===== src/shared/sysctl_pkg.sv =====
// constants, types and register map of the system controller register bank
package sysctl_pkg;

  localparam int ADDR_W = 8;

  // processor core map
  localparam logic [7:0] OFF_PORT_A_DIR   = 8'h00;
  localparam logic [7:0] OFF_PORT_B_DIR   = 8'h01;
  localparam logic [7:0] OFF_PORT_A_DATA  = 8'h02;
  localparam logic [7:0] OFF_PORT_B_DATA  = 8'h03;
  localparam logic [7:0] OFF_TIMER_CS     = 8'h08;
  localparam logic [7:0] OFF_FRC_HI       = 8'h09;
  localparam logic [7:0] OFF_FRC_LO       = 8'h0a;
  localparam logic [7:0] OFF_CMP_HI       = 8'h0b;
  localparam logic [7:0] OFF_CMP_LO       = 8'h0c;
  localparam logic [7:0] OFF_CAP_HI       = 8'h0d;
  localparam logic [7:0] OFF_CAP_LO       = 8'h0e;
  localparam logic [7:0] OFF_SER_RATE     = 8'h10;
  localparam logic [7:0] OFF_SER_CS       = 8'h11;
  localparam logic [7:0] OFF_SER_RX       = 8'h12;
  localparam logic [7:0] OFF_SER_TX       = 8'h13;
  localparam logic [7:0] OFF_RAM_CTRL     = 8'h14;
  // peripheral map
  localparam logic [7:0] OFF_EXT_IN       = 8'h22;
  localparam logic [7:0] OFF_EXT_OUT      = 8'h24;
  localparam logic [7:0] OFF_INT_STAT     = 8'h2c;
  localparam logic [7:0] OFF_EXT_STAT     = 8'h2e;
  localparam logic [7:0] OFF_MODEM_A      = 8'h30;
  localparam logic [7:0] OFF_MODEM_B      = 8'h32;
  localparam logic [7:0] OFF_MODEM_C      = 8'h34;
  localparam logic [7:0] OFF_KEYPAD       = 8'h36;
  localparam logic [7:0] OFF_CIF_RX_A     = 8'h3a;
  localparam logic [7:0] OFF_CIF_RX_B     = 8'h3c;
  localparam logic [7:0] OFF_CIF_RX_C     = 8'h3e;
  localparam logic [7:0] OFF_PORT_D       = 8'h40;
  localparam logic [7:0] OFF_PORT_E       = 8'h42;
  localparam logic [7:0] OFF_BANK_SEL     = 8'h44;
  localparam logic [7:0] OFF_BAUD_SEL     = 8'h53;
  localparam logic [7:0] OFF_TW_ADDR      = 8'h54;
  localparam logic [7:0] OFF_TW_DATA      = 8'h55;
  localparam logic [7:0] OFF_TW_CTRL      = 8'h56;
  localparam logic [7:0] OFF_TW_STAT      = 8'h57;
  localparam logic [7:0] OFF_PWM_ONE      = 8'h5b;
  localparam logic [7:0] OFF_PWM_TWO      = 8'h5c;
  localparam logic [7:0] OFF_CIF_TX_A     = 8'h60;
  localparam logic [7:0] OFF_CIF_TX_B     = 8'h62;
  localparam logic [7:0] OFF_CIF_TX_C     = 8'h64;
  localparam logic [7:0] OFF_CIF_CTRL     = 8'h66;
  localparam logic [7:0] OFF_STROBE_W     = 8'h67;
  localparam logic [7:0] OFF_WD_RESTART   = 8'h6a;
  localparam logic [7:0] OFF_TO_RESTART   = 8'h6c;
  localparam logic [7:0] OFF_INT_CLR      = 8'h70;
  localparam logic [7:0] OFF_INT_MASK     = 8'h72;
  localparam logic [7:0] OFF_EXT_CLR      = 8'h74;
  localparam logic [7:0] OFF_EXT_MASK     = 8'h76;

  // reset values
  localparam logic [7:0] RST_ZERO         = 8'h00;
  localparam logic [7:0] RST_CMP          = 8'hff;
  localparam logic [7:0] RST_SER_RATE     = 8'h00;
  localparam logic [7:0] RST_SER_RATE_SV  = 8'h0c;
  localparam logic [7:0] RST_SER_CS       = 8'h20;
  localparam logic [7:0] RST_SER_CS_SV    = 8'h3a;
  localparam logic [7:0] RST_PORT_D       = 8'h02;
  localparam logic [7:0] RST_PORT_E       = 8'h03;
  localparam logic [7:0] RST_TW_STAT      = 8'hf8;
  localparam logic [7:0] BAUD_9600        = 8'h04;

  // field positions
  localparam int EXT_IN_SERVICE_MODE_PIN_BIT = 6;
  localparam int PWR_OFF_BIT     = 4;
  localparam int INT_UNUSED_BIT  = 4;
  localparam int EXT_IRQ_W       = 4;
  localparam int KEY_IN_W        = 4;
  localparam logic [3:0] CHIP_ID_DEFAULT = 4'h5; // arbitrary value

  // timeouts in the service-free normal mode
  localparam int CLK_HZ      = 20_000_000;
  localparam int WD_TIME_S   = 4;
  localparam int TO_TIME_S   = 30;
  localparam longint WD_CYCLES = longint'(WD_TIME_S) * CLK_HZ;
  localparam longint TO_CYCLES = longint'(TO_TIME_S) * CLK_HZ;

  typedef struct packed {
    logic        psel;
    logic        penable;
    logic        pwrite;
    logic [7:0]  paddr;
    logic [31:0] pwdata;
  } apb_req_s;

  typedef struct packed {
    logic [7:0] pa_dir;
    logic [7:0] pb_dir;
    logic [7:0] pa_out;
    logic [7:0] pb_out;
    logic [7:0] timer_cs;
    logic [7:0] cmp_hi;
    logic [7:0] cmp_lo;
    logic [7:0] ser_rate;
    logic [7:0] ser_cs;
    logic [7:0] ser_tx;
    logic [7:0] ext_out;
    logic [7:0] modem_a;
    logic [7:0] modem_b;
    logic [7:0] modem_c;
    logic [7:0] port_d;
    logic [7:0] port_e;
    logic [7:0] bank_sel;
    logic [7:0] baud_sel;
    logic [7:0] tw_addr;
    logic [7:0] tw_data;
    logic [7:0] tw_ctrl;
    logic [7:0] tw_ccr;
    logic [7:0] pwm_one;
    logic [7:0] pwm_two;
    logic [7:0] cif_tx_a;
    logic [7:0] cif_tx_b;
    logic [7:0] cif_tx_c;
    logic [7:0] cif_ctrl;
    logic [7:0] strobe_w;
    logic [7:0] int_stat;
    logic [7:0] int_mask;
    logic [3:0] ext_stat;
    logic [3:0] ext_mask;
    logic [31:0] wd_cnt;
    logic [31:0] to_cnt;
    logic        wd_rst;
    logic        to_rst;
    logic        init;
    logic [31:0] prdata;
  } regs_s;

endpackage


===== src/rtl/sysctl_regs.sv =====
// system controller register bank behind an APB slave
// Functional notes
// - input port bit 6 shows service pin
// - input port bits 1:0 invert external status
// - power-off bit resets 1 in service
// - chip interface receive regs follow data flag
// - direction registers reset to inputs
// - core fixed in multiplexed bus mode
// - serial rate resets 0x0c in service
// - serial status resets 0x20 or 0x3a
// - ram control location reads zero, read-only
// - internal clear write clears chosen flags
// - external clear write clears low flags
// - keypad register holds keys and id
// - undefined reset bits read live inputs
// - serial status register read and write
// - service mode inhibits timeout resets
//
// Register access over APB was decided locally.
`timescale 1ns/1ps
`default_nettype none
module sysctl_regs #(
  parameter longint   WD_CYCLES = sysctl_pkg::WD_CYCLES,
  parameter longint   TO_CYCLES = sysctl_pkg::TO_CYCLES,
  parameter logic [3:0] CHIP_ID = sysctl_pkg::CHIP_ID_DEFAULT
) (
  // clock and reset
  input  wire logic        CLK,
  input  wire logic        SYS_RST,
  // apb slave
  input  wire logic        PSEL,
  input  wire logic        PENABLE,
  input  wire logic        PWRITE,
  input  wire logic [7:0]  PADDR,
  input  wire logic [31:0] PWDATA,
  output logic [31:0]      PRDATA,
  output logic             PREADY,
  output logic             PSLVERR,
  // pins
  input  wire logic        SERVICE_MODE_PIN,
  input  wire logic [7:0]  PORT_A_IN,
  input  wire logic [7:0]  PORT_B_IN,
  input  wire logic [7:0]  EXT_IN,
  input  wire logic [3:0]  KEY_IN,
  input  wire logic [23:0] RX_DATA_FLAG_INPUT,
  // events
  input  wire logic [7:0]  INT_EVENT,
  input  wire logic [3:0]  EXT_EVENT,
  // outputs
  output logic [7:0]       PORT_A_OUT,
  output logic [7:0]       PORT_A_OE,
  output logic [7:0]       PORT_B_OUT,
  output logic [7:0]       PORT_B_OE,
  output logic [7:0]       EXT_OUT,
  output logic             POWER_OFF_CONTROL_BIT,
  output logic             MUX_BUS_MODE,
  output logic             IRQ,
  output logic             WATCHDOG_RESET,
  output logic             TIMEOUT_RESET
);

  if (WD_CYCLES < 2 || WD_CYCLES > 64'hffffffff || TO_CYCLES < 2 || TO_CYCLES > 64'hffffffff)
  begin
    $error("timeout counts out of range");
  end

  sysctl_pkg::regs_s q, d;
  logic [1:0]  service_mode_pin_sync;
  logic [7:0]  pa_s1, pa_s2, pb_s1, pb_s2, ext_s1, ext_s2;
  logic [3:0]  key_s1, key_s2;
  logic [23:0] rx_s1, rx_s2;
  logic        service_mode_pin;
  logic        wr, rd;
  logic [7:0]  a;

  // service pin sync runs through reset so the strap sees the pin at release
  always_ff @(posedge CLK)
  begin
    service_mode_pin_sync <= {service_mode_pin_sync[0], SERVICE_MODE_PIN};
  end

  // pin synchronisers
  always_ff @(posedge CLK or posedge SYS_RST)
  begin
    if (SYS_RST)
    begin
      pa_s1 <= 8'h00; pa_s2 <= 8'h00; pb_s1 <= 8'h00; pb_s2 <= 8'h00;
      ext_s1 <= 8'h00; ext_s2 <= 8'h00; key_s1 <= 4'h0; key_s2 <= 4'h0;
      rx_s1 <= 24'h000000; rx_s2 <= 24'h000000;
    end
    else
    begin
      pa_s1 <= PORT_A_IN; pa_s2 <= pa_s1; pb_s1 <= PORT_B_IN; pb_s2 <= pb_s1;
      ext_s1 <= EXT_IN; ext_s2 <= ext_s1; key_s1 <= KEY_IN; key_s2 <= key_s1;
      rx_s1 <= RX_DATA_FLAG_INPUT; rx_s2 <= rx_s1;
    end
  end
  assign service_mode_pin = service_mode_pin_sync[1];

  // pair decode: core map exact, peripheral pairs drop bit 0
  function automatic logic hit(input logic [7:0] adr, input logic [7:0] off, input logic pair);
    hit = pair ? (adr[7:1] == off[7:1]) : (adr == off);
  endfunction

  assign a  = PADDR;
  assign wr = PSEL && PENABLE && PWRITE;
  assign rd = PSEL && !PENABLE && !PWRITE;

  always_comb
  begin
    logic [7:0] w;
    logic [7:0] r;
    w = PWDATA[7:0];
    r = 8'h00;
    d = q;
    d.wd_rst = 1'b0;
    d.to_rst = 1'b0;
    // post-reset strap capture
    if (q.init)
    begin
      d.init = 1'b0;
      d.port_d[sysctl_pkg::PWR_OFF_BIT] = service_mode_pin;
      d.ser_rate = service_mode_pin ? sysctl_pkg::RST_SER_RATE_SV : sysctl_pkg::RST_SER_RATE;
      d.ser_cs = service_mode_pin ? sysctl_pkg::RST_SER_CS_SV : sysctl_pkg::RST_SER_CS;
    end
    // sticky events, set wins over clear
    d.int_stat = q.int_stat | INT_EVENT;
    d.ext_stat = q.ext_stat | EXT_EVENT;
    if (wr)
    begin
      if (hit(a, sysctl_pkg::OFF_PORT_A_DIR, 1'b0)) d.pa_dir = w;
      if (hit(a, sysctl_pkg::OFF_PORT_B_DIR, 1'b0)) d.pb_dir = w;
      if (hit(a, sysctl_pkg::OFF_PORT_A_DATA, 1'b0)) d.pa_out = w;
      if (hit(a, sysctl_pkg::OFF_PORT_B_DATA, 1'b0)) d.pb_out = w;
      if (hit(a, sysctl_pkg::OFF_TIMER_CS, 1'b0)) d.timer_cs = w;
      if (hit(a, sysctl_pkg::OFF_CMP_HI, 1'b0)) d.cmp_hi = w;
      if (hit(a, sysctl_pkg::OFF_CMP_LO, 1'b0)) d.cmp_lo = w;
      if (hit(a, sysctl_pkg::OFF_SER_RATE, 1'b0)) d.ser_rate = w;
      if (hit(a, sysctl_pkg::OFF_SER_CS, 1'b0)) d.ser_cs = w;
      if (hit(a, sysctl_pkg::OFF_SER_TX, 1'b0)) d.ser_tx = w;
      if (hit(a, sysctl_pkg::OFF_EXT_OUT, 1'b1)) d.ext_out = w;
      if (hit(a, sysctl_pkg::OFF_MODEM_A, 1'b1)) d.modem_a = w;
      if (hit(a, sysctl_pkg::OFF_MODEM_B, 1'b1)) d.modem_b = w;
      if (hit(a, sysctl_pkg::OFF_MODEM_C, 1'b1)) d.modem_c = w;
      if (hit(a, sysctl_pkg::OFF_PORT_D, 1'b1)) d.port_d = w;
      if (hit(a, sysctl_pkg::OFF_PORT_E, 1'b1)) d.port_e = w;
      if (hit(a, sysctl_pkg::OFF_BANK_SEL, 1'b0)) d.bank_sel = w;
      if (hit(a, sysctl_pkg::OFF_BAUD_SEL, 1'b0)) d.baud_sel = w;
      if (hit(a, sysctl_pkg::OFF_TW_ADDR, 1'b0)) d.tw_addr = w;
      if (hit(a, sysctl_pkg::OFF_TW_DATA, 1'b0)) d.tw_data = w;
      if (hit(a, sysctl_pkg::OFF_TW_CTRL, 1'b0)) d.tw_ctrl = w;
      if (hit(a, sysctl_pkg::OFF_TW_STAT, 1'b0)) d.tw_ccr = w;
      if (hit(a, sysctl_pkg::OFF_PWM_ONE, 1'b0)) d.pwm_one = w;
      if (hit(a, sysctl_pkg::OFF_PWM_TWO, 1'b0)) d.pwm_two = w;
      if (hit(a, sysctl_pkg::OFF_CIF_TX_A, 1'b1)) d.cif_tx_a = w;
      if (hit(a, sysctl_pkg::OFF_CIF_TX_B, 1'b1)) d.cif_tx_b = w;
      if (hit(a, sysctl_pkg::OFF_CIF_TX_C, 1'b1)) d.cif_tx_c = w;
      if (hit(a, sysctl_pkg::OFF_CIF_CTRL, 1'b0)) d.cif_ctrl = w;
      if (hit(a, sysctl_pkg::OFF_STROBE_W, 1'b0)) d.strobe_w = w;
      if (hit(a, sysctl_pkg::OFF_WD_RESTART, 1'b1)) d.wd_rst = 1'b1;
      if (hit(a, sysctl_pkg::OFF_TO_RESTART, 1'b1)) d.to_rst = 1'b1;
      if (hit(a, sysctl_pkg::OFF_INT_CLR, 1'b1)) d.int_stat = (q.int_stat & ~w) | INT_EVENT;
      if (hit(a, sysctl_pkg::OFF_INT_MASK, 1'b1)) d.int_mask = w;
      if (hit(a, sysctl_pkg::OFF_EXT_CLR, 1'b1))
        d.ext_stat = (q.ext_stat & ~w[3:0]) | EXT_EVENT;
      if (hit(a, sysctl_pkg::OFF_EXT_MASK, 1'b1)) d.ext_mask = w[3:0];
    end
    // timers; service mode holds them off
    if (service_mode_pin || q.wd_rst) d.wd_cnt = 32'h00000000;
    else if (q.wd_cnt != 32'(WD_CYCLES - 1)) d.wd_cnt = q.wd_cnt + 32'h00000001;
    if (service_mode_pin || q.to_rst) d.to_cnt = 32'h00000000;
    else if (q.to_cnt != 32'(TO_CYCLES - 1)) d.to_cnt = q.to_cnt + 32'h00000001;
    // read mux, captured in setup cycle
    if (hit(a, sysctl_pkg::OFF_PORT_A_DATA, 1'b0)) r = (q.pa_out & q.pa_dir) | (pa_s2 & ~q.pa_dir);
    if (hit(a, sysctl_pkg::OFF_PORT_B_DATA, 1'b0)) r = (q.pb_out & q.pb_dir) | (pb_s2 & ~q.pb_dir);
    if (hit(a, sysctl_pkg::OFF_TIMER_CS, 1'b0)) r = q.timer_cs;
    if (hit(a, sysctl_pkg::OFF_CMP_HI, 1'b0)) r = q.cmp_hi;
    if (hit(a, sysctl_pkg::OFF_CMP_LO, 1'b0)) r = q.cmp_lo;
    if (hit(a, sysctl_pkg::OFF_SER_CS, 1'b0)) r = q.ser_cs;
    if (hit(a, sysctl_pkg::OFF_RAM_CTRL, 1'b0)) r = 8'h00;
    if (hit(a, sysctl_pkg::OFF_EXT_IN, 1'b1))
    begin
      r = ext_s2;
      r[sysctl_pkg::EXT_IN_SERVICE_MODE_PIN_BIT] = service_mode_pin;
      r[1:0] = ~q.ext_stat[1:0];
    end
    if (hit(a, sysctl_pkg::OFF_EXT_OUT, 1'b1)) r = q.ext_out;
    if (hit(a, sysctl_pkg::OFF_INT_STAT, 1'b1)) r = q.int_stat;
    if (hit(a, sysctl_pkg::OFF_EXT_STAT, 1'b1)) r = {4'h0, q.ext_stat};
    if (hit(a, sysctl_pkg::OFF_MODEM_A, 1'b1)) r = q.modem_a;
    if (hit(a, sysctl_pkg::OFF_MODEM_B, 1'b1)) r = q.modem_b;
    if (hit(a, sysctl_pkg::OFF_MODEM_C, 1'b1)) r = q.modem_c;
    if (hit(a, sysctl_pkg::OFF_KEYPAD, 1'b1)) r = {CHIP_ID, key_s2};
    if (hit(a, sysctl_pkg::OFF_CIF_RX_A, 1'b1)) r = rx_s2[7:0];
    if (hit(a, sysctl_pkg::OFF_CIF_RX_B, 1'b1)) r = rx_s2[15:8];
    if (hit(a, sysctl_pkg::OFF_CIF_RX_C, 1'b1)) r = rx_s2[23:16];
    if (hit(a, sysctl_pkg::OFF_PORT_D, 1'b1)) r = q.port_d;
    if (hit(a, sysctl_pkg::OFF_PORT_E, 1'b1)) r = q.port_e;
    if (hit(a, sysctl_pkg::OFF_TW_ADDR, 1'b0)) r = q.tw_addr;
    if (hit(a, sysctl_pkg::OFF_TW_DATA, 1'b0)) r = q.tw_data;
    if (hit(a, sysctl_pkg::OFF_TW_CTRL, 1'b0)) r = q.tw_ctrl;
    if (hit(a, sysctl_pkg::OFF_TW_STAT, 1'b0)) r = sysctl_pkg::RST_TW_STAT;
    if (rd) d.prdata = {24'h000000, r};
  end

  always_ff @(posedge CLK or posedge SYS_RST)
  begin
    if (SYS_RST)
    begin
      q <= '0;
      q.cmp_hi <= sysctl_pkg::RST_CMP;
      q.cmp_lo <= sysctl_pkg::RST_CMP;
      q.ser_cs <= sysctl_pkg::RST_SER_CS;
      q.port_d <= sysctl_pkg::RST_PORT_D;
      q.port_e <= sysctl_pkg::RST_PORT_E;
      q.init <= 1'b1;
    end
    else
      q <= d;
  end

  // outputs
  assign PREADY                = 1'b1;
  assign PSLVERR               = 1'b0;
  assign PRDATA                = q.prdata;
  assign PORT_A_OUT            = q.pa_out;
  assign PORT_A_OE             = q.pa_dir;
  assign PORT_B_OUT            = q.pb_out;
  assign PORT_B_OE             = q.pb_dir;
  assign EXT_OUT               = q.ext_out;
  assign POWER_OFF_CONTROL_BIT = q.port_d[sysctl_pkg::PWR_OFF_BIT];
  assign MUX_BUS_MODE          = 1'b1;
  assign IRQ                   = |(q.int_stat & q.int_mask) || |(q.ext_stat & q.ext_mask);
  assign WATCHDOG_RESET        = !service_mode_pin && (q.wd_cnt == 32'(WD_CYCLES - 1));
  assign TIMEOUT_RESET         = !service_mode_pin && (q.to_cnt == 32'(TO_CYCLES - 1));
endmodule
`default_nettype wire


===== config.mk =====
export PLATFORM = sky130hd
export DESIGN_NAME = sysctl_regs
export DESIGN_NICKNAME = d
export VERILOG_FILES = /design/src/shared/sysctl_pkg.sv /design/src/rtl/sysctl_regs.sv
export SDC_FILE = /design/constraint.sdc
export NUM_CORES = 1
export LEC_CHECK = 0
export BUFFER_PORTS_ARGS = -buffer_cell sky130_fd_sc_hd__buf_2
export CORE_AREA = 2 2 170 172
export DETAILED_ROUTE_END_ITERATION = 7
export DIE_AREA = 0 0 172 174
export GPL_TIMING_DRIVEN = 0
export HOLD_SLACK_MARGIN = 0.02
export PLACE_DENSITY = 0.76
export REMOVE_ABC_BUFFERS = 1
export SLEW_MARGIN = 10
export SYNTH_ARGS = -nofsm -noshare
export SYNTH_HDL_FRONTEND = slang
export SYNTH_SLANG_ARGS = --single-unit

===== constraint.sdc =====
create_clock -name CLK -period 25.7 [get_ports CLK]
set_clock_uncertainty 0.15 [all_clocks]
set_input_delay 3.855 -clock CLK [delete_from_list [all_inputs] [get_ports CLK]]
set_output_delay 3.855 -clock CLK [all_outputs]
set_load 0.005 [all_outputs]

=== Word-level counts from Yosys, hierarchy flattened ===
Cells that the tools add are included.

* Bits in registers: 437
* Input port bits: 110
* Output and inout port bits: 79
* Logic and storage cells: 226

* $add $sub $neg: 2
* Equal/unequal tests: 46
* Mux-type cells: 62
* Bitwise logic cells: 19
* Reductions and logical operators: 46

{| class="wikitable"
|+ Operators by type and width
! cell !! count
|-
| two-way mux 8 bit || 48
|-
| two-way mux 200 bit || 1
|-
| two-way mux 32 bit || 4
|-
| == test 8 x 7 -> 1 bit (second input constant) || 10
|-
| == test 7 x 5 -> 1 bit (second input constant) || 11
|-
| == test 7 x 6 -> 1 bit (second input constant) || 11
|-
| adder 32 x 1 -> 32 bit (second input constant) || 2
|-
| AND reduction 2 bit || 29
|-
| AND 8 bit || 6
|-
| == test 32 x 27 -> 1 bit (second input constant) || 1
|-
| == test 32 x 30 -> 1 bit (second input constant) || 1
|-
| == test 8 x 5 -> 1 bit (second input constant) || 4
|-
| inequality test 32 x 27 -> 1 bit (second input constant) || 1
|-
| inequality test 32 x 30 -> 1 bit (second input constant) || 1
|-
| bitwise OR 8 bit || 4
|-
| == test 8 x 4 -> 1 bit (second input constant) || 3
|-
| NOT 8 bit || 3
|-
| == test 8 x 2 -> 1 bit (second input constant) || 2
|-
| two-way mux 16 bit || 1
|-
| two-way mux 4 bit || 3
|-
| AND 4 bit || 2
|-
| == test 8 x 1 -> 1 bit (second input constant) || 1
|-
| zero test 8 bit || 1
|-
| bitwise OR 4 bit || 2
|-
| other kinds (11) || 23
|}

=== Longest topological paths before layout ===
Gate-level depths: netlist of the first run.

* Word-level depth: 27
* Mapped depth: 10
* Gate-level depth less buffers: 7

=== Worst setup path before layout of the first run ===
No wires, ideal clock.

* Path kind: input to register
* From: input PADDR[2]
* To: register q[259] (netlist name)
* Setup time: 125 ps
* Data arrival time: 5405 ps
* Required time: 25425 ps
* Slack: 20020 ps
* Cell stages on the path: 5
* Buffers on the path: 2
* Path through: buf_2 > or2_2 > buf_4 > nor4_2 > mux2_2

* Cells in the longest elaborated chain, start to end: 2

{| class="wikitable"
|+ RTL lines
! item !! RTL line !! source
|-
| start, declared || sysctl_regs.sv:34 || <nowiki>input wire logic [7:0] PADDR,</nowiki>
|-
| == test 7 x 5 -> 1 bit || sysctl_regs.sv:102 || <nowiki>hit = pair ? (adr[7:1] == off[7:1]) : (adr == off);</nowiki>
|-
| AND reduction 2 bit (no source line) || - ||
|-
| end, declared || sysctl_regs.sv:67 || <nowiki>sysctl_pkg::regs_s q, d;</nowiki>
|}

No other way between the ends.
A chain may end at the register's enable or synchronous reset.

=== Final worst setup path of the first run ===
* From: input PADDR[1]
* To: register q, in the netlist PRDATA[3]

* Cells in the longest elaborated chain, start to end: 25

{| class="wikitable"
|+ RTL lines
! item !! RTL line !! source
|-
| == test 8 x 2 -> 1 bit || sysctl_regs.sv:102 ||
|-
| two-way mux 8 bit || sysctl_regs.sv:174 || <nowiki>if (hit(a, sysctl_pkg::OFF_PORT_A_DATA, 1'b0)) r = (q.pa_out & q.pa_dir) | (pa_s2 & ~q.pa_dir);</nowiki>
|-
| two-way mux 8 bit || sysctl_regs.sv:175 || <nowiki>if (hit(a, sysctl_pkg::OFF_PORT_B_DATA, 1'b0)) r = (q.pb_out & q.pb_dir) | (pb_s2 & ~q.pb_dir);</nowiki>
|-
| two-way mux 8 bit || sysctl_regs.sv:176 || <nowiki>if (hit(a, sysctl_pkg::OFF_TIMER_CS, 1'b0)) r = q.timer_cs;</nowiki>
|-
| two-way mux 8 bit || sysctl_regs.sv:177 || <nowiki>if (hit(a, sysctl_pkg::OFF_CMP_HI, 1'b0)) r = q.cmp_hi;</nowiki>
|-
| two-way mux 8 bit || sysctl_regs.sv:178 || <nowiki>if (hit(a, sysctl_pkg::OFF_CMP_LO, 1'b0)) r = q.cmp_lo;</nowiki>
|-
| two-way mux 8 bit || sysctl_regs.sv:179 || <nowiki>if (hit(a, sysctl_pkg::OFF_SER_CS, 1'b0)) r = q.ser_cs;</nowiki>
|-
| two-way mux 8 bit || sysctl_regs.sv:180 || <nowiki>if (hit(a, sysctl_pkg::OFF_RAM_CTRL, 1'b0)) r = 8'h00;</nowiki>
|-
| [... 9 more ...] || - ||
|-
| two-way mux 8 bit || sysctl_regs.sv:195 || <nowiki>if (hit(a, sysctl_pkg::OFF_CIF_RX_B, 1'b1)) r = rx_s2[15:8];</nowiki>
|-
| two-way mux 8 bit || sysctl_regs.sv:196 || <nowiki>if (hit(a, sysctl_pkg::OFF_CIF_RX_C, 1'b1)) r = rx_s2[23:16];</nowiki>
|-
| two-way mux 8 bit || sysctl_regs.sv:197 || <nowiki>if (hit(a, sysctl_pkg::OFF_PORT_D, 1'b1)) r = q.port_d;</nowiki>
|-
| two-way mux 8 bit || sysctl_regs.sv:198 || <nowiki>if (hit(a, sysctl_pkg::OFF_PORT_E, 1'b1)) r = q.port_e;</nowiki>
|-
| two-way mux 8 bit || sysctl_regs.sv:199 || <nowiki>if (hit(a, sysctl_pkg::OFF_TW_ADDR, 1'b0)) r = q.tw_addr;</nowiki>
|-
| two-way mux 8 bit || sysctl_regs.sv:200 || <nowiki>if (hit(a, sysctl_pkg::OFF_TW_DATA, 1'b0)) r = q.tw_data;</nowiki>
|-
| two-way mux 8 bit || sysctl_regs.sv:201 || <nowiki>if (hit(a, sysctl_pkg::OFF_TW_CTRL, 1'b0)) r = q.tw_ctrl;</nowiki>
|-
| two-way mux 8 bit * || sysctl_regs.sv:202 || <nowiki>if (hit(a, sysctl_pkg::OFF_TW_STAT, 1'b0)) r = sysctl_pkg::RST_TW_STAT;</nowiki>
|}

Mark *: on every way between the ends. The rest lies on a longest branch, timed or not.

==> results of run 1 <==
## worst max-delay path by stage
| stage | startpoint | end | slack, ns | cells past startpoint |
|---|---|---|---|---|
| global placement | SYS_RST | rx_s1[7] | 9.19 | 2 |
| detailed placement | PADDR[1] | PRDATA[3] | 18.74 | 7 |
| floorplan | SYS_RST | EXT_OUT[0] | 12.50 | 1 |
| global route | PADDR[2] | PRDATA[3] | 19.01 | 7 |
| CTS | PADDR[1] | PRDATA[0] | 19.28 | 6 |
| finish | PADDR[1] | PRDATA[3] | 19.11 | 7 |
## where the power goes
| part | total [mW] | internal [mW] | leakage, nW | switching [mW] |
|---|---|---|---|---|
| Combinational | 0.0712 | 0.0236 | 2.82 | 0.0476 |
| Sequential | 0.553 | 0.544 | 4.26 | 0.00899 |
| Clock | 0.547 | 0.335 | 0.619 | 0.212 |
| Total | 1.17 | 0.903 | 7.70 | 0.268 |
## cell usage in the layout (no fill, tap or decap), types with 9 or more instances in the layout
| cell type | instances |
|---|---|
| a31oi_1 | 9 |
| a21oi_1 | 45 |
| nor2_1 | 113 |
| o22ai_1 | 12 |
| mux2i_1 | 32 |
| nand2b_1 | 15 |
| nand2_1 | 77 |
| nor3_1 | 21 |
| xor2_1 | 32 |
| and3_1 | 17 |
| conb_1 | 28 |
| nand3_1 | 36 |
| o21ai_0 | 48 |
| inv_1 | 13 |
| xnor2_1 | 24 |
| nor2b_1 | 15 |
| buf_2 | 133 |
| nand4_1 | 18 |
| dfstp_2 | 21 |
| mux2_2 | 132 |
| and4_1 | 11 |
| a21o_1 | 12 |
| clkbuf_16 | 37 |
| dfrtp_1 | 312 |
| a22o_1 | 9 |
| a211oi_1 | 16 |
| nor4b_1 | 9 |
## per-layer routing
layer  up-vias  global-route usage [%]  routed length, um  share of wire (%)
li1       4780                       -                  -                  -
met1      5366                   34.77              15680                 42
met2       394                   39.91              17800                 47
met3        88                   5.100               2714                7.2
met4         0                   9.209               1300                3.5
met5         -                       0                  0                  0
## kinds of logic after synthesis
family | after synthesis | synth area share (%)
buf+inv | 160 | 6.154
fa+ha+maj | 2 | 0.1639
compound gates | 214 | 9.251
mux | 164 | 11.83
other cells | 2 | 0.04918
simple gates | 403 | 14.33
flops | 335 | 55.01
xor+xnor | 56 | 3.212
## area by class of cell
class	instances	area, sq um
multi-input cells	867	6040
repair buffers	138	767.0
fillers	2308	11230
clock buffers	47	993.5
clock inverters	19	262.8
inverters	14	60.06
well taps	384	480.5
flip-flops and latches	335	8399
## sequential cells by signal, indices dropped and copies added, names as in the netlist
name and count:
pa_s2 8, service_mode_pin_sync 2, PRDATA 8, key_s1 4
POWER_OFF_CONTROL_BIT 1, PORT_B_OUT 8, key_s2 4, pa_s1 8
pb_s1 8, rx_s1 24, pb_s2 8, q 186
ext_s2 5, PORT_A_OE 8, PORT_B_OE 8, EXT_OUT 8
PORT_A_OUT 8, rx_s2 24, ext_s1 5
## through the flow
| step | cells | total power, mW | worst slack, ns |
|---|---|---|---|
| CTS | 1804 | 1.181 | 19.28 |
| detailed placement | 1738 | 0.6328 | 18.74 |
| finish | 1804 | 1.171 | 19.11 |
| global placement | 1734 | 0.6291 | 9.187 |
| global route | 1804 | 1.213 | 19.01 |
| floorplan | 1216 | 0.5948 | 12.50 |
==> results.txt, run 1 <==
Global-route wire length before repair: 58.19 mm
Worst Hold Endpoint: service_mode_pin_sync[1]
Reg2reg start: q[256]
Post-CTS sizing: 0
Number of CTS-inserted buffers: 36
Die area: 29,930 sq um
DRT iter0 DRCs: 1,082
Synth Flop Type: dfrtp_1
Slew HR: 15.12%
DP HPWL: 24.87 mm
CTS H-Tree Depth: 2
Synth cell types: 80
YS warnings: 0
RSZ-0062 raised after global routing: false
Post-synthesis cell count: 1,336
CP arrival: 6.90 ns
Initial core utilization: 54.08%
N_diodes: 0
Crit Reg-Reg Endpoint: PRDATA[5]
Clk root buf: clkbuf_16
Final setup fails: 0
Worst Setup End Kind: register
Crit Path Max Fanout: 75
Buf/Inv on CP: 2
Final slew viol count: 0
Hold Path Origin: service_mode_pin_sync[0]
Design area: 17,000 sq um
Area delta synth->final: 11.35%
Fmax: 0.1518 GHz
WL/cell: 20.79 um
Tcrit/Tclk final: 25.64%
Post-CTS setup buffer count: 0
Vias in the first global route: 10,530
Critical path required time: 26.02 ns
Routed via count: 10,630
Post-synth top cells: dfrtp_1, mux2_2, nor2_1
Slew @ Worst Pin: 1.263 ns
Worst setup SP type: input pin
HP Class: register to register
Post-route DRC: 0
Most frequent cell after synthesis: dfrtp_1
Die width: 172 um
Total GRT Usage: 25.27%
Max-cap violation count: 0
Post-Syn Area per Cell: 11.43 sq um
Post-layout min period: 6.589 ns
FF-to-FF setup slack: 23.26 ns
Grt total ovfl: 0
FFs w/ async S/R, synth: 99.40%
CP max stage cell: inv_1
Layout Nets: 1,504
Power Density: 68.88 nW/um^2
Leakage: 7.698 nW
Setup_tns: 0 ns
Worst-Skew Late Latency: 0.53 ns
Yosys reg bits: 335
Number of synthesized flops with an enable pin: 0
Crit-path leading delay family: buffers and inverters
Worst R2R Path Depth: 6
Maximum number of pins on one net before global-route repair: 111
Critical path cell sequence: buf_4 > inv_1 > nor2_1 > a311o_1 > a311oi_1 > o41ai_1 > a211o_1
Hold_buf cts: 0
Synth top area cells: dfrtp_1, mux2_2, buf_4, dfstp_2, nor2_1
Kind of critical path: input pin to register
Hold Vio Cnt, Final: 0
Antenna-violating nets left: 0
Area leader, netlist: dfrtp_1
Worst path max stage delay: 0.76 ns
Clock transition at path regs: 0.06 ns
Fraction of layout cells with a size suffix above 1: 27.11%
Synth top area share: 51.13%
IO Port Bufs: 134
First-pass DRT Iterations: 6
Synthesized cell area: 15,270 sq um
Status: finished clean
Sequential-to-total area share from yosys stat: 55.01%
Core ar.: 28,240 sq um
Row Count: 62
Util after Layout: 60.21%
Gpl congestion: 0.9051
Worst Hold Path Cells: 0
Die height: 174 um
Initial antenna violation count: 0
CTS tree: yes
Hold WS: 0.1839 ns
VDD IR max: 0.04445 mV
WL final: 37.50 mm
Post-DP Area: 15,750 sq um
IO Pins: 189
Longest Clk Path Bufs: 3
Vias per cell: 5.891
Clock net sink count: 335
No activity file was read; power rests on OpenSTA's default activity.
==> run 2, diff against run 1 <==
--- a/config.mk
+++ b/config.mk
@@ -5,10 +5,11 @@
 export SDC_FILE = /design/constraint.sdc
 export NUM_CORES = 1
 export LEC_CHECK = 0
+export ABC_AREA = 1
 export BUFFER_PORTS_ARGS = -buffer_cell sky130_fd_sc_hd__buf_2
-export CORE_AREA = 2 2 170 172
+export CORE_AREA = 2 2 168 170
 export DETAILED_ROUTE_END_ITERATION = 7
-export DIE_AREA = 0 0 172 174
+export DIE_AREA = 0 0 170 172
 export GPL_TIMING_DRIVEN = 0
 export HOLD_SLACK_MARGIN = 0.02
 export PLACE_DENSITY = 0.76
==> constraint.sdc (replaced) <==
create_clock -name CLK -period 6.7 [get_ports CLK]
set_clock_uncertainty 0.15 [all_clocks]
set_input_delay 1.005 -clock CLK [delete_from_list [all_inputs] [get_ports CLK]]
set_output_delay 1.005 -clock CLK [all_outputs]
set_load 0.005 [all_outputs]
==> results.txt, run 2 <==
Post-route DRC: 0 (unchanged)
Clock net sink count: 335 (unchanged)
RSZ-0062 raised after global routing: false
Synth top area share: 52.33% (+1.2 points)
Post-synthesis cell count: 1,698 (+27%)
Die area: 29,240 sq um (-2.3%)
Worst setup startpoint: q[35]
Area leader, netlist: dfrtp_1
Tcrit/Tclk final: 57.76%
Synth top area cells: dfrtp_1, nand2_1, o21ai_0, inv_1, buf_4
Initial core utilization: 54.30% (+0.22 points)
Critical path required time: 5.54 ns (-20.48 ns)
Initial antenna violation count: 1 (+1)
Max-cap violation count: 0 (unchanged)
Critical Path Most Common Cell: inv_1
Adder-cell share of the synthesized area: 0.1677% (+0.0038 points)
Post-CTS sizing: 0 (unchanged)
Hold_buf cts: 0 (unchanged)
Vias per cell: 5.483 (-6.9%)
Layout Nets: 1,897 (+26%)
Fraction of layout cells with a size suffix above 1: 15.09% (-12 points)
Sequential-to-total area share from yosys stat: 56.30% (+1.3 points)
Core ar.: 27,480 sq um (-2.7%)
Most flop-heavy register: q
Antenna-violating nets left: 0 (unchanged)
Post-DP Area: 15,510 sq um (-1.5%)
Commonest cells after routing, fill and taps aside: nand2_1, dfrtp_1, o21ai_0
Largest family of logic cells by synthesized area: simple AND/OR/NAND/NOR gates
Design area: 16,630 sq um (-2.2%)
Crit Path Max Fanout: 6 (-92%)
Worst path max stage delay: 0.61 ns (-0.15 ns)
FFs w/ async S/R, synth: 99.40% (unchanged)
Die width: 170 um (-1.2%)
Synth Flop Type: dfrtp_1
Worst-Skew Late Latency: 0.52 ns (about the same)
Crit-path leading delay family: simple AND/OR/NAND/NOR gates
WL final: 36.35 mm (-3.1%)
Most common cell after layout, fill and taps aside: nand2_1
WL/cell: 16.86 um (-19%)
Grt total ovfl: 0 (unchanged)
Crit Reg-Reg Endpoint: q[65]
Post-Syn Area per Cell: 8.786 sq um (-23%)
Total GRT Usage: 25.25% (about the same)
CP arrival: 2.71 ns (-4.19 ns)
Routed via count: 11,820 (+11%)
Buf/Inv on CP: 3 (+1)
VDD IR max: 0.2245 mV (+410%)
Number of synthesized flops with an enable pin: 0 (unchanged)
Worst Hold Path Cells: 0 (unchanged)
Fmax: 0.2584 GHz
Status: finished clean
DRT iter0 DRCs: 1,100 (+1.7%)
CTS tree: yes
DP HPWL: 24.74 mm (-0.53%)
Max reg flops: 186 (unchanged)
Most frequent cell after synthesis: nand2_1
Reg2reg start: q[35]
Post-CTS setup buffer count: 0 (unchanged)
Maximum number of pins on one net before global-route repair: 122 (+9.9%)
CTS H-Tree Depth: 2 (unchanged)
Total Power: 4.219 mW (+260%)
IO Port Bufs: 134 (unchanged)
Power Density: 253.7 nW/um^2 (+270%)
Number of CTS-inserted buffers: 36 (unchanged)
Biggest regs: q: 186 flops, rx_s1: 24 flops, rx_s2: 24 flops
Longest Clk Path Bufs: 3 (unchanged)
Multiplexer share of the synthesized area: 0.07548% (-12 points)
Final slew viol count: 0 (unchanged)
Hold WS: 0.1853 ns (+0.001428 ns)
Gpl congestion: 0.9205 (+1.7%)
Post-synth top cells: nand2_1, dfrtp_1, o21ai_0
Worst Hold Endpoint: service_mode_pin_sync[1]
Synth Area in XOR/XNOR: 0.2935% (-2.9 points)
Clk root buf: clkbuf_16
Final setup fails: 0 (unchanged)
Hold Path Origin: service_mode_pin_sync[0]
Hold Vio Cnt, Final: 0 (unchanged)
Synth cell types: 56 (-30%)
Leakage: 7.883 nW (+2.4%)
HP Class: register to register
Synthesized cell area: 14,920 sq um (-2.3%)
Row Count: 61 (-1.6%)
CP max stage cell: nor4_1
Global-route wire length before repair: 58.26 mm (+0.11%)
Setup_tns: 0 ns (unchanged)
Area delta synth->final: 11.50%
Worst setup SP type: register
Kind of critical path: register to output pin
Critical path cell sequence: ha_1 > nand4_2 > nor3_4 > inv_1 > nor4_1 > inv_1 > nor2_1 > buf_2
FF-to-FF setup slack: 4.00 ns (-19.26 ns)
Synth Area in Simple Gates: 22.39% (+8.1 points)
Yosys reg bits: 335 (unchanged)
Die height: 172 um (-1.1%)
First-pass DRT Iterations: 5 (-1)
Slew @ Worst Pin: 0.9252 ns (-0.3374 ns)
YS warnings: 0 (unchanged)
Synth Area in Compound Gates: 11.26% (+2.0 points)
Vias in the first global route: 11,240 (+6.8%)
Slew HR: 37.84% (+23 points)
Post-layout min period: 3.870 ns
Worst R2R Path Depth: 14 (+8)
IO Pins: 189 (unchanged)
Worst Setup End Kind: output pin
Clock transition at path regs: 0.06 ns (about the same)
## run 2: area by class of cell
class	count	area [sq um]
clock buffer	55	1042
sequential	335	8399
inverter	183	694.4
timing repair buffer	139	772.0
multi-input combinational	1090	5216
clock inverter	7	75.07
tap	346	432.9
fill	2309	10840
antenna	1	2.502
## run 2: how the worst max path moves through the flow
stage	slack, ns	endpoint	cells past startpoint
after floorplan	-3.65	EXT_OUT[0]	1
after global placement	-6.97	q[104]	2
after detailed placement	2.56	PRDATA[0]	16
after CTS	2.84	TIMEOUT_RESET	8
after global routing	2.58	TIMEOUT_RESET	8
final	2.83	TIMEOUT_RESET	8
## run 2: per-layer routing
metal  GRT usage (%)  vias up  share of wire (%)
li1                -     5621                  -
met2           39.59      468                 45
met4           7.841        0                2.8
met1           36.60     5659                 46
met5               0        -                  0
met3           3.868       73                6.5
## run 2: cells by family after synthesis
| logic type | after synthesis |
|---|---|
| AND/OR/NAND/NOR | 743 |
| flip-flops | 335 |
| AO/OA/AOI/OAI | 311 |
| buffers and inverters | 299 |
| XOR/XNOR | 5 |
| adder cells (fa/ha/maj) | 2 |
| other | 2 |
| multiplexers | 1 |
## run 2: metrics by stage
stage / worst slack [ns] / std cells / util [%]
global route: 2.580 / 2156 / 60.54
global placement: -6.967 / 2088 / 56.03
floorplan: -3.645 / 1608 / -
CTS: 2.840 / 2155 / 60.51
finish: 2.830 / 2156 / 60.54
detailed placement: 2.562 / 2093 / 56.45
## run 2: worst reg2reg max path: stages (launching register included)
cell,delay (ns)
dfrtp_1,0.40
ha_1,0.22
nand4_2,0.18
nor3_4,0.30
nand2_2,0.13
nor2_2,0.13
nand3_1,0.12
nor3_2,0.20
nand4_2,0.15
nor2_2,0.17
nand2_2,0.10
nor3_4,0.15
nand3_1,0.09
nand2_1,0.07
nor2_1,0.05
## run 2: power breakdown
group | internal [mW] | switching (mW)
registers | 2.09 | 0.0310
logic | 0.0634 | 0.143
clock network | 1.11 | 0.786
total | 3.26 | 0.960
==> run 3, diff against run 2 <==
--- a/config.mk
+++ b/config.mk
@@ -7,12 +7,12 @@
 export LEC_CHECK = 0
 export ABC_AREA = 1
 export BUFFER_PORTS_ARGS = -buffer_cell sky130_fd_sc_hd__buf_2
-export CORE_AREA = 2 2 168 170
+export CORE_AREA = 2 2 173 175
 export DETAILED_ROUTE_END_ITERATION = 7
-export DIE_AREA = 0 0 170 172
+export DIE_AREA = 0 0 175 177
 export GPL_TIMING_DRIVEN = 0
 export HOLD_SLACK_MARGIN = 0.02
-export PLACE_DENSITY = 0.76
+export PLACE_DENSITY = 0.75
 export REMOVE_ABC_BUFFERS = 1
 export SLEW_MARGIN = 10
 export SYNTH_ARGS = -nofsm -noshare
==> constraint.sdc (replaced) <==
create_clock -name CLK -period 3.2 [get_ports CLK]
set_clock_uncertainty 0.15 [all_clocks]
set_input_delay 0.48 -clock CLK [delete_from_list [all_inputs] [get_ports CLK]]
set_output_delay 0.48 -clock CLK [all_outputs]
set_load 0.005 [all_outputs]
==> results.txt, run 3 (synthesis results as in run 2) <==
Worst-Skew Late Latency: 0.54 ns (+0.02 ns)
Initial antenna violation count: 4 (+3)
Clk root buf: clkbuf_16
Tcrit/Tclk final: 92.91%
Max-cap violation count: 0 (unchanged)
Total Power: 9.323 mW (+120%)
Die height: 177 um (+2.9%)
Crit Path Max Fanout: 5 (-1)
Finished Layout Cells: 2,272 (+5.4%)
CP arrival: 2.34 ns (-0.37 ns)
Leakage: 8.243 nW (+4.6%)
Kind of critical path: register to output pin
Layout Nets: 1,962 (+3.4%)
WL final: 37.07 mm (+2.0%)
Post-layout min period: 2.973 ns
Longest Clk Path Bufs: 3 (unchanged)
Global-route wire length before repair: 59.65 mm (+2.4%)
Core ar.: 29,240 sq um (+6.4%)
Die width: 175 um (+2.9%)
Fraction of layout cells with a size suffix above 1: 15.12% (+0.031 points)
VDD IR max: 0.5192 mV (+130%)
Most common cell after layout, fill and taps aside: nand2_1
Slew HR: 39.98% (+2.1 points)
Vias per cell: 5.318 (-3.0%)
Clock transition at path regs: 0.06 ns (about the same)
CTS H-Tree Depth: 2 (unchanged)
Area delta synth->final: 17.23%
DP HPWL: 24.78 mm (+0.17%)
Biggest regs: q: 186 flops, rx_s1: 24 flops, rx_s2: 24 flops
Placed Cells: 2,136 (+2.1%)
Critical path required time: 2.57 ns (-2.97 ns)
Filler cell count: 2,455 (+6.3%)
RSZ-0062 raised after global routing: false
Gpl congestion: 0.8936 (-2.9%)
Initial core utilization: 51.02% (-3.3 points)
Status: finished clean
Worst setup SP type: register
Slew @ Worst Pin: 0.8993 ns (-0.02592 ns)
Fmax: 0.3364 GHz
Hold Vio Cnt, Final: 0 (unchanged)
Max reg flops: 186 (unchanged)
Row Count: 63 (+3.3%)
DRT iter0 DRCs: 1,253 (+14%)
Die area: 30,980 sq um (+5.9%)
Post-route DRC: 0 (unchanged)
Number of CTS-inserted buffers: 37 (+2.8%)
Final slew viol count: 0 (unchanged)
Grt total ovfl: 0 (unchanged)
Routed via count: 12,080 (+2.2%)
Most flop-heavy register: q
Final setup fails: 0 (unchanged)
IO Port Bufs: 134 (unchanged)
Maximum number of pins on one net before global-route repair: 126 (+3.3%)
Commonest cells after routing, fill and taps aside: nand2_1, dfrtp_1, o21ai_0
Antenna-violating nets left: 0 (unchanged)
WL/cell: 16.32 um (-3.2%)
Clock net sink count: 335 (unchanged)
Vias in the first global route: 11,570 (+2.9%)
Power Density: 533.1 nW/um^2 (+110%)
Worst Setup End Kind: output pin
First-pass DRT Iterations: 6 (+1)
CTS tree: yes
IO Pins: 189 (unchanged)
HP Class: input pin to register
Total GRT Usage: 24.24% (-1.0 points)
==> run 3: worst max-delay path, stage by stage (launching register included) <==
cell     delay, ns
dfrtp_1       0.44
nor2_1        0.12
nand3_1       0.10
or4_1         0.47
nor4_4        0.33
inv_1         0.11
nor2_1        0.12
buf_2         0.13
==> run 3: metrics by stage <==
step                      worst slack [ns]  TNS [ns]  util [%]  cell area, sq um  hold slack, ns
after floorplan                     -6.620  -2149.05         -             14290          0.1596
after global placement              -9.965  -3496.20     52.83             15450          0.1656
after detailed placement           -0.4016    -2.005     53.13             15540          0.1647
after CTS                          0.04629         0     59.64             17440         0.02399
after global routing               0.02384         0     59.80             17490         0.02320
final                               0.2270         0     59.80             17490         0.03045
==> run 3: worst paths after layout <==
path,from,end,slack (ns),depth (start not counted)
worst max register to register,q[35],q[65],0.46,15
worst max-delay path,q[54],TIMEOUT_RESET,0.23,7
worst min register to register,service_mode_pin_sync[0],service_mode_pin_sync[1],0.19,0
worst min-delay path,EXT_EVENT[3],q[106],0.03,2
max in group asynchronous,SYS_RST,q[57],1.41,4
min in group asynchronous,SYS_RST,pb_s1[5],0.46,3
==> run 3: timing repair <==
item,4_1_cts,5_1_grt
resized for setup,2,3
endpoints found under the hold margin,151,0
hold buffers,62,0
pin swaps,0,2
endpoints found under the setup margin,1,6
setup buffers,0,3
==> run 3: report_power, final <==
group / internal (mW) / leakage [nW] / switching, mW
Sequential: 4.37 / 4.24 / 0.0653
Clock: 2.70 / 0.622 / 1.71
Combinational: 0.179 / 3.38 / 0.307
==> run 3: cell type report <==
type | count | area, sq um | area share, %
Multi-Input combinational cell | 1090 | 5243 | 29.98
Sequential cell | 335 | 8399 | 48.03
Inverter | 183 | 694.4 | 3.971
Clock buffer | 57 | 1102 | 6.303
Antenna cell | 4 | 10.01 | 0.05723
Tap cell | 390 | 488.0 | 2.790
Timing Repair Buffer | 203 | 1388 | 7.934
Clock inverter | 10 | 165.2 | 0.9443
==> run 3: routing by layer <==
| layer | routed length [um] | global-route usage, % | vias up |
|---|---|---|---|
| met5 | 0 | 0 | - |
| met4 | 1192 | 8.125 | 0 |
| met3 | 2295 | 4.274 | 70 |
| met2 | 17090 | 38.97 | 400 |
| met1 | 16490 | 33.61 | 5855 |
| li1 | - | - | 5757 |
